<file path="src/srr_cfg.svh">
// Purpose: constants for the status reporting registers
// Assumes: 32-bit plain register port, word offsets as byte addresses
// Notes: definitions only
`ifndef SRR_CFG_SVH
`define SRR_CFG_SVH
// ****************
// register offsets
// ****************
`define SRR_STB_OFS 8'h00
`define SRR_SRE_OFS 8'h04
`define SRR_QCOND_OFS 8'h08
`define SRR_QEVT_OFS 8'h0C
`define SRR_QENA_OFS 8'h10
`define SRR_ESR_OFS 8'h14
`define SRR_ESE_OFS 8'h18
`define SRR_CMD_OFS 8'h1C
`define SRR_PSC_OFS 8'h20
`define SRR_OPENA_OFS 8'h24
`define SRR_SPOLL_OFS 8'h28
// ****************
// command bits in the command register
// ****************
`define SRR_CMD_CLS 0
`define SRR_CMD_PRESET 1
`define SRR_CMD_OPC 2
// ****************
// field positions
// ****************
`define SRR_STB_QUES 3
`define SRR_STB_ESB 5
`define SRR_STB_MSS 6
`define SRR_ESR_OPC 0
`define SRR_ESR_PON 7
// ****************
// used-bit masks and reset values
// ****************
`define SRR_ESR_USED 8'hBD
`define SRR_QUES_USED 16'h03B1
`define SRR_PSC_RST 1'h1
`endif

</file>
<file path="src/srr_pkg.sv">
// Purpose: types for the status reporting registers
// Assumes: nothing
// Notes: constants live in srr_cfg.svh
package srr_pkg;
	typedef enum logic [0:0] {
		SRR_OPC_IDLE = 1'b0,
		SRR_OPC_WAIT = 1'b1
	} srr_opc_t;
endpackage : srr_pkg

</file>
<file path="src/srr_status.sv">
// Purpose: status byte, questionable and standard event register groups
// Assumes: host commands arrive as register writes, queries as reads
// Notes: event inputs are one-cycle pulses or levels sampled each cycle
//
// Notes on behaviour
// status byte read returns serial-poll value, master summary untouched
// rising enabled status bit sets bit 6 until serial poll and requests service
// enable masks are written and read back as binary-weighted values
// clear status zeroes event registers, keeps enable masks
// preset leaves the service-request enable mask alone
// questionable condition is read-only, live, never cleared by reading
// questionable event bits latch until read or clear status
// enabled questionable events summarise into the status byte
// standard event bits latch until clear status or read
// enabled standard events summarise into status byte bit 5
// clear status zeroes events, empties error queue, cancels pending opc
// preset zeroes questionable and standard-operation enable masks
// stored power-on clear flag decides if masks clear at power on
// opc sets event bit 0 only after earlier commands finish
// standard event bits 0,2,3,4,5,7 used; others read 0
// questionable bits 0,4,5,7,8,9 used; others read 0
// serial poll returns status byte then clears master summary
// group summaries are OR of event AND enable, every cycle
//
// The address map and strobed register access were chosen for this implementation.
`include "srr_cfg.svh"

module srr_status (
	// clock and reset
	input wire logic REF_CLK,
	input wire logic RESET,
	input wire logic CLK_EN,
	// power-on indication, one pulse after power up
	input wire logic POWER_ON,
	// register port
	input wire logic [7:0] ADDR,
	input wire logic [31:0] WDATA,
	input wire logic WR,
	input wire logic RD,
	output logic [31:0] RDATA,
	// device events
	input wire logic [15:0] QUES_COND,
	input wire logic [7:0] ESR_SET,
	input wire logic [5:0] STB_OTHER,
	input wire logic CMDS_DONE,
	input wire logic ERRQ_NONEMPTY,
	// outputs
	output logic ERRQ_CLEAR,
	output logic SRQ,
	output logic OPER_ENA_OUT
);
	// ****************
	// state
	// ****************
	logic [15:0] qevt_q, qevt_d, qena_q, qena_d, qcond_q;
	logic [7:0] esr_q, esr_d, ese_q, ese_d, sre_q, sre_d;
	logic [15:0] opena_q, opena_d;
	logic psc_q, psc_d, mss_q, mss_d, srq_q, srq_d;
	logic errq_q, errq_d, oper_q, oper_d;
	logic [7:0] sum_q, sum_d;
	logic [31:0] rdata_q, rdata_d;
	srr_pkg::srr_opc_t opc_q, opc_d;
	logic wr_cmd, cls, preset, sel_wr_opc, rd_qevt, rd_esr, rd_spoll;
	logic q_sum, e_sum;
	logic [7:0] stb_now, srq_vec;

	assign wr_cmd = WR && ADDR == `SRR_CMD_OFS;
	assign cls = wr_cmd && WDATA[`SRR_CMD_CLS];
	assign preset = wr_cmd && WDATA[`SRR_CMD_PRESET];
	assign sel_wr_opc = wr_cmd && WDATA[`SRR_CMD_OPC];
	assign rd_qevt = RD && ADDR == `SRR_QEVT_OFS;
	assign rd_esr = RD && ADDR == `SRR_ESR_OFS;
	assign rd_spoll = RD && ADDR == `SRR_SPOLL_OFS;

	// ****************
	// summaries
	// ****************
	always_comb begin
		q_sum = |(qevt_q & qena_q);
		e_sum = |(esr_q & ese_q);
		stb_now = {1'b0, e_sum, STB_OTHER[5:4], q_sum, STB_OTHER[2:0]};
		stb_now[`SRR_STB_QUES] = q_sum;
		stb_now[`SRR_STB_ESB] = e_sum;
		stb_now[`SRR_STB_MSS] = 1'b0;
		srq_vec = stb_now & sre_q & ~sum_q;
	end

	// ****************
	// next state
	// ****************
	always_comb begin
		qevt_d = qevt_q;
		esr_d = esr_q;
		qena_d = qena_q;
		ese_d = ese_q;
		sre_d = sre_q;
		opena_d = opena_q;
		psc_d = psc_q;
		mss_d = mss_q;
		opc_d = opc_q;
		errq_d = 1'b0;
		sum_d = stb_now & sre_q;
		rdata_d = 32'h0000_0000;
		// reads return pre-clear value
		if (RD) begin
			unique case (ADDR)
			`SRR_STB_OFS, `SRR_SPOLL_OFS:
				rdata_d = {24'h00_0000, stb_now[7], mss_q, stb_now[5:0]};
			`SRR_SRE_OFS: rdata_d = {24'h00_0000, sre_q};
			`SRR_QCOND_OFS: rdata_d = {16'h0000, qcond_q};
			`SRR_QEVT_OFS: rdata_d = {16'h0000, qevt_q};
			`SRR_QENA_OFS: rdata_d = {16'h0000, qena_q};
			`SRR_ESR_OFS: rdata_d = {24'h00_0000, esr_q};
			`SRR_ESE_OFS: rdata_d = {24'h00_0000, ese_q};
			`SRR_PSC_OFS: rdata_d = {31'h0000_0000, psc_q};
			`SRR_OPENA_OFS: rdata_d = {16'h0000, opena_q};
			default: rdata_d = 32'h0000_0000;
			endcase
		end
		if (rd_qevt || cls) qevt_d = 16'h0000;
		if (rd_esr || cls) esr_d = 8'h00;
		if (rd_spoll) mss_d = 1'b0;
		// sets win over clears
		qevt_d = qevt_d | (QUES_COND & ~qcond_q & `SRR_QUES_USED);
		esr_d = esr_d | (ESR_SET & `SRR_ESR_USED);
		if (POWER_ON) begin
			esr_d[`SRR_ESR_PON] = 1'b1;
			if (psc_q) ese_d = 8'h00;
			if (psc_q) sre_d = 8'h00;
		end
		if (|srq_vec) mss_d = 1'b1;
		if (WR) begin
			unique case (ADDR)
			`SRR_SRE_OFS: sre_d = WDATA[7:0] & 8'hBF;
			`SRR_QENA_OFS: qena_d = WDATA[15:0];
			`SRR_ESE_OFS: ese_d = WDATA[7:0];
			`SRR_PSC_OFS: psc_d = WDATA[0];
			`SRR_OPENA_OFS: opena_d = WDATA[15:0];
			default: ;
			endcase
		end
		if (preset) begin
			qena_d = 16'h0000;
			opena_d = 16'h0000;
		end
		unique case (opc_q)
		srr_pkg::SRR_OPC_IDLE:
			if (sel_wr_opc && !cls) opc_d = srr_pkg::SRR_OPC_WAIT;
		srr_pkg::SRR_OPC_WAIT:
			if (cls) opc_d = srr_pkg::SRR_OPC_IDLE;
			else if (CMDS_DONE) begin
				esr_d[`SRR_ESR_OPC] = 1'b1;
				opc_d = srr_pkg::SRR_OPC_IDLE;
			end
		endcase
		if (cls && ERRQ_NONEMPTY) errq_d = 1'b1;
		srq_d = |srq_vec;
		oper_d = |opena_d;
	end

	// ****************
	// registers
	// ****************
	always_ff @(posedge REF_CLK) begin
		if (RESET) begin
			qevt_q <= 16'h0000;
			qena_q <= 16'h0000;
			qcond_q <= 16'h0000;
			esr_q <= 8'h00;
			ese_q <= 8'h00;
			sre_q <= 8'h00;
			opena_q <= 16'h0000;
			psc_q <= `SRR_PSC_RST;
			mss_q <= 1'b0;
			srq_q <= 1'b0;
			errq_q <= 1'b0;
			sum_q <= 8'h00;
			rdata_q <= 32'h0000_0000;
			opc_q <= srr_pkg::SRR_OPC_IDLE;
			oper_q <= 1'b0;
		end else if (CLK_EN) begin
			qevt_q <= qevt_d;
			qena_q <= qena_d;
			qcond_q <= QUES_COND & `SRR_QUES_USED;
			esr_q <= esr_d;
			ese_q <= ese_d;
			sre_q <= sre_d;
			opena_q <= opena_d;
			psc_q <= psc_d;
			mss_q <= mss_d;
			srq_q <= srq_d;
			errq_q <= errq_d;
			sum_q <= sum_d;
			rdata_q <= rdata_d;
			opc_q <= opc_d;
			oper_q <= oper_d;
		end
	end

	assign RDATA = rdata_q;
	assign SRQ = srq_q;
	assign ERRQ_CLEAR = errq_q;
	assign OPER_ENA_OUT = oper_q;
endmodule : srr_status

</file>
<file path="config.mk">
export PLATFORM = sky130hd
export DESIGN_NAME = srr_status
export DESIGN_NICKNAME = d
export VERILOG_FILES = /design/src/srr_pkg.sv /design/src/srr_status.sv
export VERILOG_INCLUDE_DIRS = /design/src /design/src/src
export SDC_FILE = /design/constraint.sdc
export NUM_CORES = 1
export LEC_CHECK = 0
export CORE_ASPECT_RATIO = 1.25
export CORE_MARGIN = 5
export CORE_UTILIZATION = 45
export CTS_CLUSTER_DIAMETER = 50
export DETAILED_ROUTE_END_ITERATION = 12
export DONT_BUFFER_PORTS = 1
export GPL_TIMING_DRIVEN = 0
export PLACE_DENSITY_LB_ADDON = 0.25
export SYNTH_ARGS = -nofsm -noshare
export SYNTH_HDL_FRONTEND = slang
export SYNTH_SLANG_ARGS = --single-unit
</file>
<file path="constraint.sdc">
create_clock -name REF_CLK -period 1.9 [get_ports REF_CLK]
set_input_delay 0.19 -clock REF_CLK [delete_from_list [all_inputs] [get_ports REF_CLK]]
set_output_delay 0.19 -clock REF_CLK [all_outputs]
set_load 0.03 [all_outputs]
</file>
# Word-level counts from Yosys, hierarchy flattened
# Index checks and enable logic that the tools add are counted.
[word_totals]
reg_bits = 124
inputBits = 78
wordCells = 88
[op_classes]
n_eq_ne = 10
mux = 29
bitwise_logic = 10
n_reduce_logical = 24
[op_table]
columns = ["operator", "count"]
rows = [
  ["16-bit one-hot mux with 9 select lines", 1],
  ["16-bit two-way mux", 8],
  ["8-bit two-way mux", 9],
  ["8-bit by 5-bit equality test with 1-bit output, second input constant", 4],
  ["16-bit OR reduction", 2],
  ["8-bit by 6-bit equality test with 1-bit output, second input constant", 3],
  ["16-bit AND", 1],
  ["8-bit AND", 2],
  ["8-bit by 4-bit equality test with 1-bit output, second input constant", 2],
  ["16-bit by 10-bit bitwise OR with 16-bit output", 1],
  ["8-bit OR reduction", 2],
  ["10-bit AND", 1],
  ["1-bit two-way mux", 10],
  ["10-bit inverter", 1],
  ["1-bit logical AND", 9],
  ["6-bit by 8-bit AND with 8-bit output", 1],
  ["8-bit by 3-bit equality test with 1-bit output, second input constant", 1],
  ["8-bit zero test", 1],
  ["8-bit inverter", 1],
  ["8-bit bitwise OR", 1],
  ["3-bit AND reduction", 2],
  ["2-bit nonzero test", 3],
  ["1-bit logical OR", 2],
  ["1-bit one-hot mux with 2 select lines", 1],
  ["other kinds (4)", 4],
]

# Logic depth before layout (Yosys ltp)
[depth]
ltp_word = 9
ltp_mapped = 7
mapped_depth_nobuf = 5

# Least setup slack after synthesis
# OpenSTA, ideal clock, no wires.
[synth_path]
path_type = "input port to flip-flop"
from = "in ADDR[5]"
to = "reg opena_q[10]"
setup_ns = 0.117
arrival_time_ns = 1.535
slack_ns = 0.248
cell_stages = 7
n_path_buf = 2
cell_sequence = "buf_2 nor4b_4 nand3_1 a21oi_1 nor2_1 buf_6 a22o_1"
[synth_via]
elab_chain_cells = 4
word_cells_on_any_way = 7
cone_classes = "eq/ne: 2; mux: 3; reduce/logical: 2"
[synth_rtl]
columns = ["element", "line", "rtl"]
rows = [
  ["start: declaration", "srr_status.sv:36", "input wire logic [7:0] ADDR,"],
  ["8-bit by 6-bit equality test with 1-bit output or 8-bit by 5-bit equality test with 1-bit output (tied branches)", "--", ""],
  ["16-bit two-way mux or 1-bit logical AND (tied branches)", "--", ""],
  ["16-bit two-way mux or 1-bit logical AND (tied branches)", "srr_status.sv:132, srr_status.sv:69", ""],
  ["16-bit two-way mux (*)", "srr_status.sv:142", "if (preset) begin"],
  ["end signal: assignment", "srr_status.sv:188", "opena_q <= opena_d;"],
  ["end: declaration", "srr_status.sv:57", "logic [15:0] opena_q, opena_d;"],
]
# Every way passes the cells marked *; elsewhere a longest branch is shown, timed or not.
# A chain may end at the register's enable or synchronous reset.

# Worst setup path in the final report
[layout_path]
from = "in ADDR[4]"
to = "reg esr_q[0]"
[layout_via]
elab_chain_cells = 9
word_cells_on_any_way = 11
cone_classes = "eq/ne: 2; mux: 4; bitwise: 1; reduce/logical: 4"
[layout_rtl]
columns = ["element", "line", "rtl"]
rows = [
  ["8-bit by 5-bit equality test with 1-bit output (no source line)", "--", ""],
  ["1-bit logical AND (no source line)", "--", ""],
  ["1-bit logical AND", "srr_status.sv:68", "assign cls = wr_cmd && WDATA[`SRR_CMD_CLS];"],
  ["1-bit logical OR", "srr_status.sv:121", "if (rd_esr || cls) esr_d = 8'h00;"],
  ["8-bit two-way mux", "srr_status.sv:121", ""],
  ["8-bit bitwise OR", "srr_status.sv:125", "esr_d = esr_d | (ESR_SET & `SRR_ESR_USED);"],
  ["1-bit two-way mux", "srr_status.sv:151", "else if (CMDS_DONE) begin"],
  ["1-bit two-way mux", "srr_status.sv:150", "if (cls) opc_d = srr_pkg::SRR_OPC_IDLE;"],
  ["1-bit two-way mux (*)", "srr_status.sv:146", "unique case (opc_q)"],
  ["end signal: assignment", "srr_status.sv:185", "esr_q <= esr_d;"],
  ["end: declaration", "srr_status.sv:56", "logic [7:0] esr_q, esr_d, ese_q, ese_d, sre_q, sre_d;"],
]
# Marks and branches as above.

==> reports/qor.csv <==
metric,value,unit
fin_area,5124,um^2
num_vias,4085,
crit_path_end,esr_q[0],
finish.utilization,0.5360,
path_max_fanout,10,
numPortBuffers,0,
startpoint_type_of_the_worst_setup_path,input port,
cts_tree,done,
cts_buffers,9,
synthFlopType,sky130_fd_sc_hd__dfxtp_1,
max_freq,531.5,MHz
floorplan.rows,40,
detail-route-antenna-nets,0,
detailedPlacementHpwl,10880,um
final-hold-violation-count,0,
cp.required,2.12,ns
detailed_place.area,4602,um^2
detail_route.drc_violations,0,
grt_pass1_wl,22820,um
tightest_slew,0.9113,ns
outcome,"finished, final reports clean",
nNetsFinal,629,
clk_latency,0.35,ns
endpoint_of_the_worst_register_to_register_path,mss_q,
crit-reg2reg-launch,esr_q[2],
floorplan.initialDensity,0.4590,
remaining_overflow_grt,0,
clk_pin_slew_worst_paths,0.06,ns
regToRegSetupSlack,0.17,ns
clkSinkCount,94,
power.static_leakage,1.831,nW
timing.final.crit_share,0.9902,
endpoint_kind,flip-flop,
core_region_area,9559,um^2
die_width,98.32,um
route.detailed.vias_per_inst,5.990,
grt_pass1_vias,4089,
gpl.final_weighted_congestion,0.9462,
critPathArrivalTime,2.10,ns
drt-pass1-iter-count,5,
route.detailed.wl_per_inst,21.85,um
synth_async_sr_flop_share,0,
yosysWarningCount,0,
synth.avg_cell_area,8.724,um^2
maximum_number_of_pins_on_one_net_before_global_route_repair,16,
yosys_register_bits,94,
grt.total_usage,0.2507,
fraction_of_final_layout_cells_with_drive_strength_greater_than_1,0.1097,
fin_crit,1.881,ns
vdd_ir_drop_max,0.0004034,V
power.density_cell_area,801.9,nW/um^2
antenna_cells,0,
wirelength,14900,um
ctsHtreeMaxLevel,3,
hp-class,in2reg,
crit_path_start,ADDR[4],
clock-skew-final,0.009262,ns
num_io_pins,113,
synth-edff-count,0,
drv_slew,0,
dieArea,11840,um^2
clock_tree.buffer_depth,2,
initial_antenna_violation_count,0,
setup_violations,0,
path_class,in2reg,
root_buf_cell,sky130_fd_sc_hd__clkbuf_16,
drv_cap,0,
worst_hold_slack,0.0004054,ns
drt_first_iter_violations,301,
die_h,120.4,um
synthesis.instances,503,
areaGrowthSynthToFinish,16.77,%
slew_headroom,0.3902,
whs_path_depth,2,
reg2regPathDepth,5,
synth_area,4388,um^2
yosysSeqAreaShare,0.4289,
yosys.cell_types.count,51,
## area by class of cell
class | instances | area, um^2
fill | 903 | 4436
buffer | 52 | 291.5
tap | 126 | 157.7
inverter | 9 | 33.78
multi-input combinational | 363 | 2255
timing repair buffer | 22 | 220.2
clock inverter | 5 | 31.28
clock buffer | 11 | 252.7
sequential | 94 | 1882
## synth_stat cells (9+ instances only)
cell,count,area share
sky130_fd_sc_hd__a21oi_1,34,0.039
sky130_fd_sc_hd__a22o_1,23,0.046
sky130_fd_sc_hd__a22oi_1,23,0.039
sky130_fd_sc_hd__a32o_1,9,0.021
sky130_fd_sc_hd__buf_2,12,0.014
sky130_fd_sc_hd__buf_4,17,0.029
sky130_fd_sc_hd__clkbuf_1,19,0.016
sky130_fd_sc_hd__dfxtp_1,94,0.43
sky130_fd_sc_hd__inv_1,9,0.0077
sky130_fd_sc_hd__mux2i_1,12,0.027
sky130_fd_sc_hd__nand2_1,50,0.043
sky130_fd_sc_hd__nand2b_1,17,0.024
sky130_fd_sc_hd__nand3_1,42,0.048
sky130_fd_sc_hd__nor2_1,31,0.027
sky130_fd_sc_hd__nor4_1,11,0.016
sky130_fd_sc_hd__o21ai_0,21,0.024
## where the power goes
| part | leakage, nW | internal, W | switching (W) |
|---|---|---|---|
| clock | 0.142 | 0.000956 | 0.000781 |
| combinational | 0.929 | 0.000129 | 0.000216 |
| sequential | 0.761 | 0.00200 | 0.0000286 |
## metal layers
layer | vias to the layer above | global-route usage | wire length (um)
met5 | - | 0 | 0
met2 | 156 | 0.4268 | 7372
met3 | 29 | 0.05713 | 1114
met1 | 1958 | 0.3029 | 6093
li1 | 1942 | - | -
met4 | 0 | 0.1050 | 322
## worst max-delay path, stage by stage
cell and delay (ns):
sky130_fd_sc_hd__buf_2 0.18, sky130_fd_sc_hd__nor4b_4 0.52, sky130_fd_sc_hd__buf_2 0.36, sky130_fd_sc_hd__nand4_1 0.22, sky130_fd_sc_hd__a311o_1 0.44, sky130_fd_sc_hd__o21ai_0 0.10, sky130_fd_sc_hd__a21oi_1 0.09
## state kept, by name, indices dropped and copies added (netlist names)
name,cells
ERRQ_CLEAR,1
OPER_ENA_OUT,1
RDATA,16
SRQ,1
ese_q,8
esr_q,6
mss_q,1
opc_q,1
opena_q,16
psc_q,1
qcond_q,6
qena_q,16
qevt_q,6
sre_q,8
sum_q,6
## cell families (layout without fill, tap and decap cells)
| group | Yosys count | in the layout | synth area share |
|---|---|---|---|
| buffers and inverters | 61 | 99 | 0.07357 |
| xor gates and xnor gates | 1 | 1 | 0.001996 |
| and+or+nand+nor | 186 | 186 | 0.2295 |
| AOI/OAI and AO/OA | 147 | 147 | 0.2352 |
| other | 1 | 16 | 0.0008546 |
| muxes | 13 | 13 | 0.02994 |
| DFF | 94 | 94 | 0.4289 |
## how the worst min path moves through the flow
| stage | from | end | slack (ns) |
|---|---|---|---|
| floorplan | WDATA[10] | opena_q[10] | 0.32 |
| global placement | WDATA[3] | opena_q[3] | 0.32 |
| detailed placement | WDATA[3] | opena_q[3] | 0.32 |
| CTS | QUES_COND[4] | qevt_q[4] | 0.002 |
| global route | STB_OTHER[0] | sum_q[0] | 0.01 |
| finish | QUES_COND[9] | qcond_q[9] | 0.0004 |
## per-stage QoR
stage	setup TNS (ns)	std cells	worst slack, ns	power [W]
2_1_floorplan	0	518	0.2483	0.002285
3_3_place_gp	-21.04	644	-0.5247	0.002357
3_5_place_dp	-18.99	644	-0.5237	0.002359
4_1_cts	0	682	0.02700	0.004121
5_1_grt	-0.001126	682	-0.001126	0.004231
6_report	0	682	0.01867	0.004109
## cells in the final DEF, fill, tap and decap left out, drive strengths merged, types with 5 or more instances in the layout
cell type     n
dfxtp        94
nand2        50
nand3        42
a21oi        35
buf          33
nor2         32
clkbuf       30
o21ai        24
a22o         23
a22oi        23
dlygate4sd3  22
nand2b       17
conb         16
mux2i        12
nor4         11
inv          10
a32o          9
a2bb2oi       8
nand4         8
a32oi         5
a221oi        5
## timing repair
item                       4_1_cts  5_1_grt
cloned                           0        0
buffers inserted                 0        0
pin swaps                        0        0
resized for setup                1        5
hold buffers                    22        0
setup endpoints to repair       15       12
hold endpoints to repair        46        0
No activity file was read; power rests on OpenSTA's default activity.
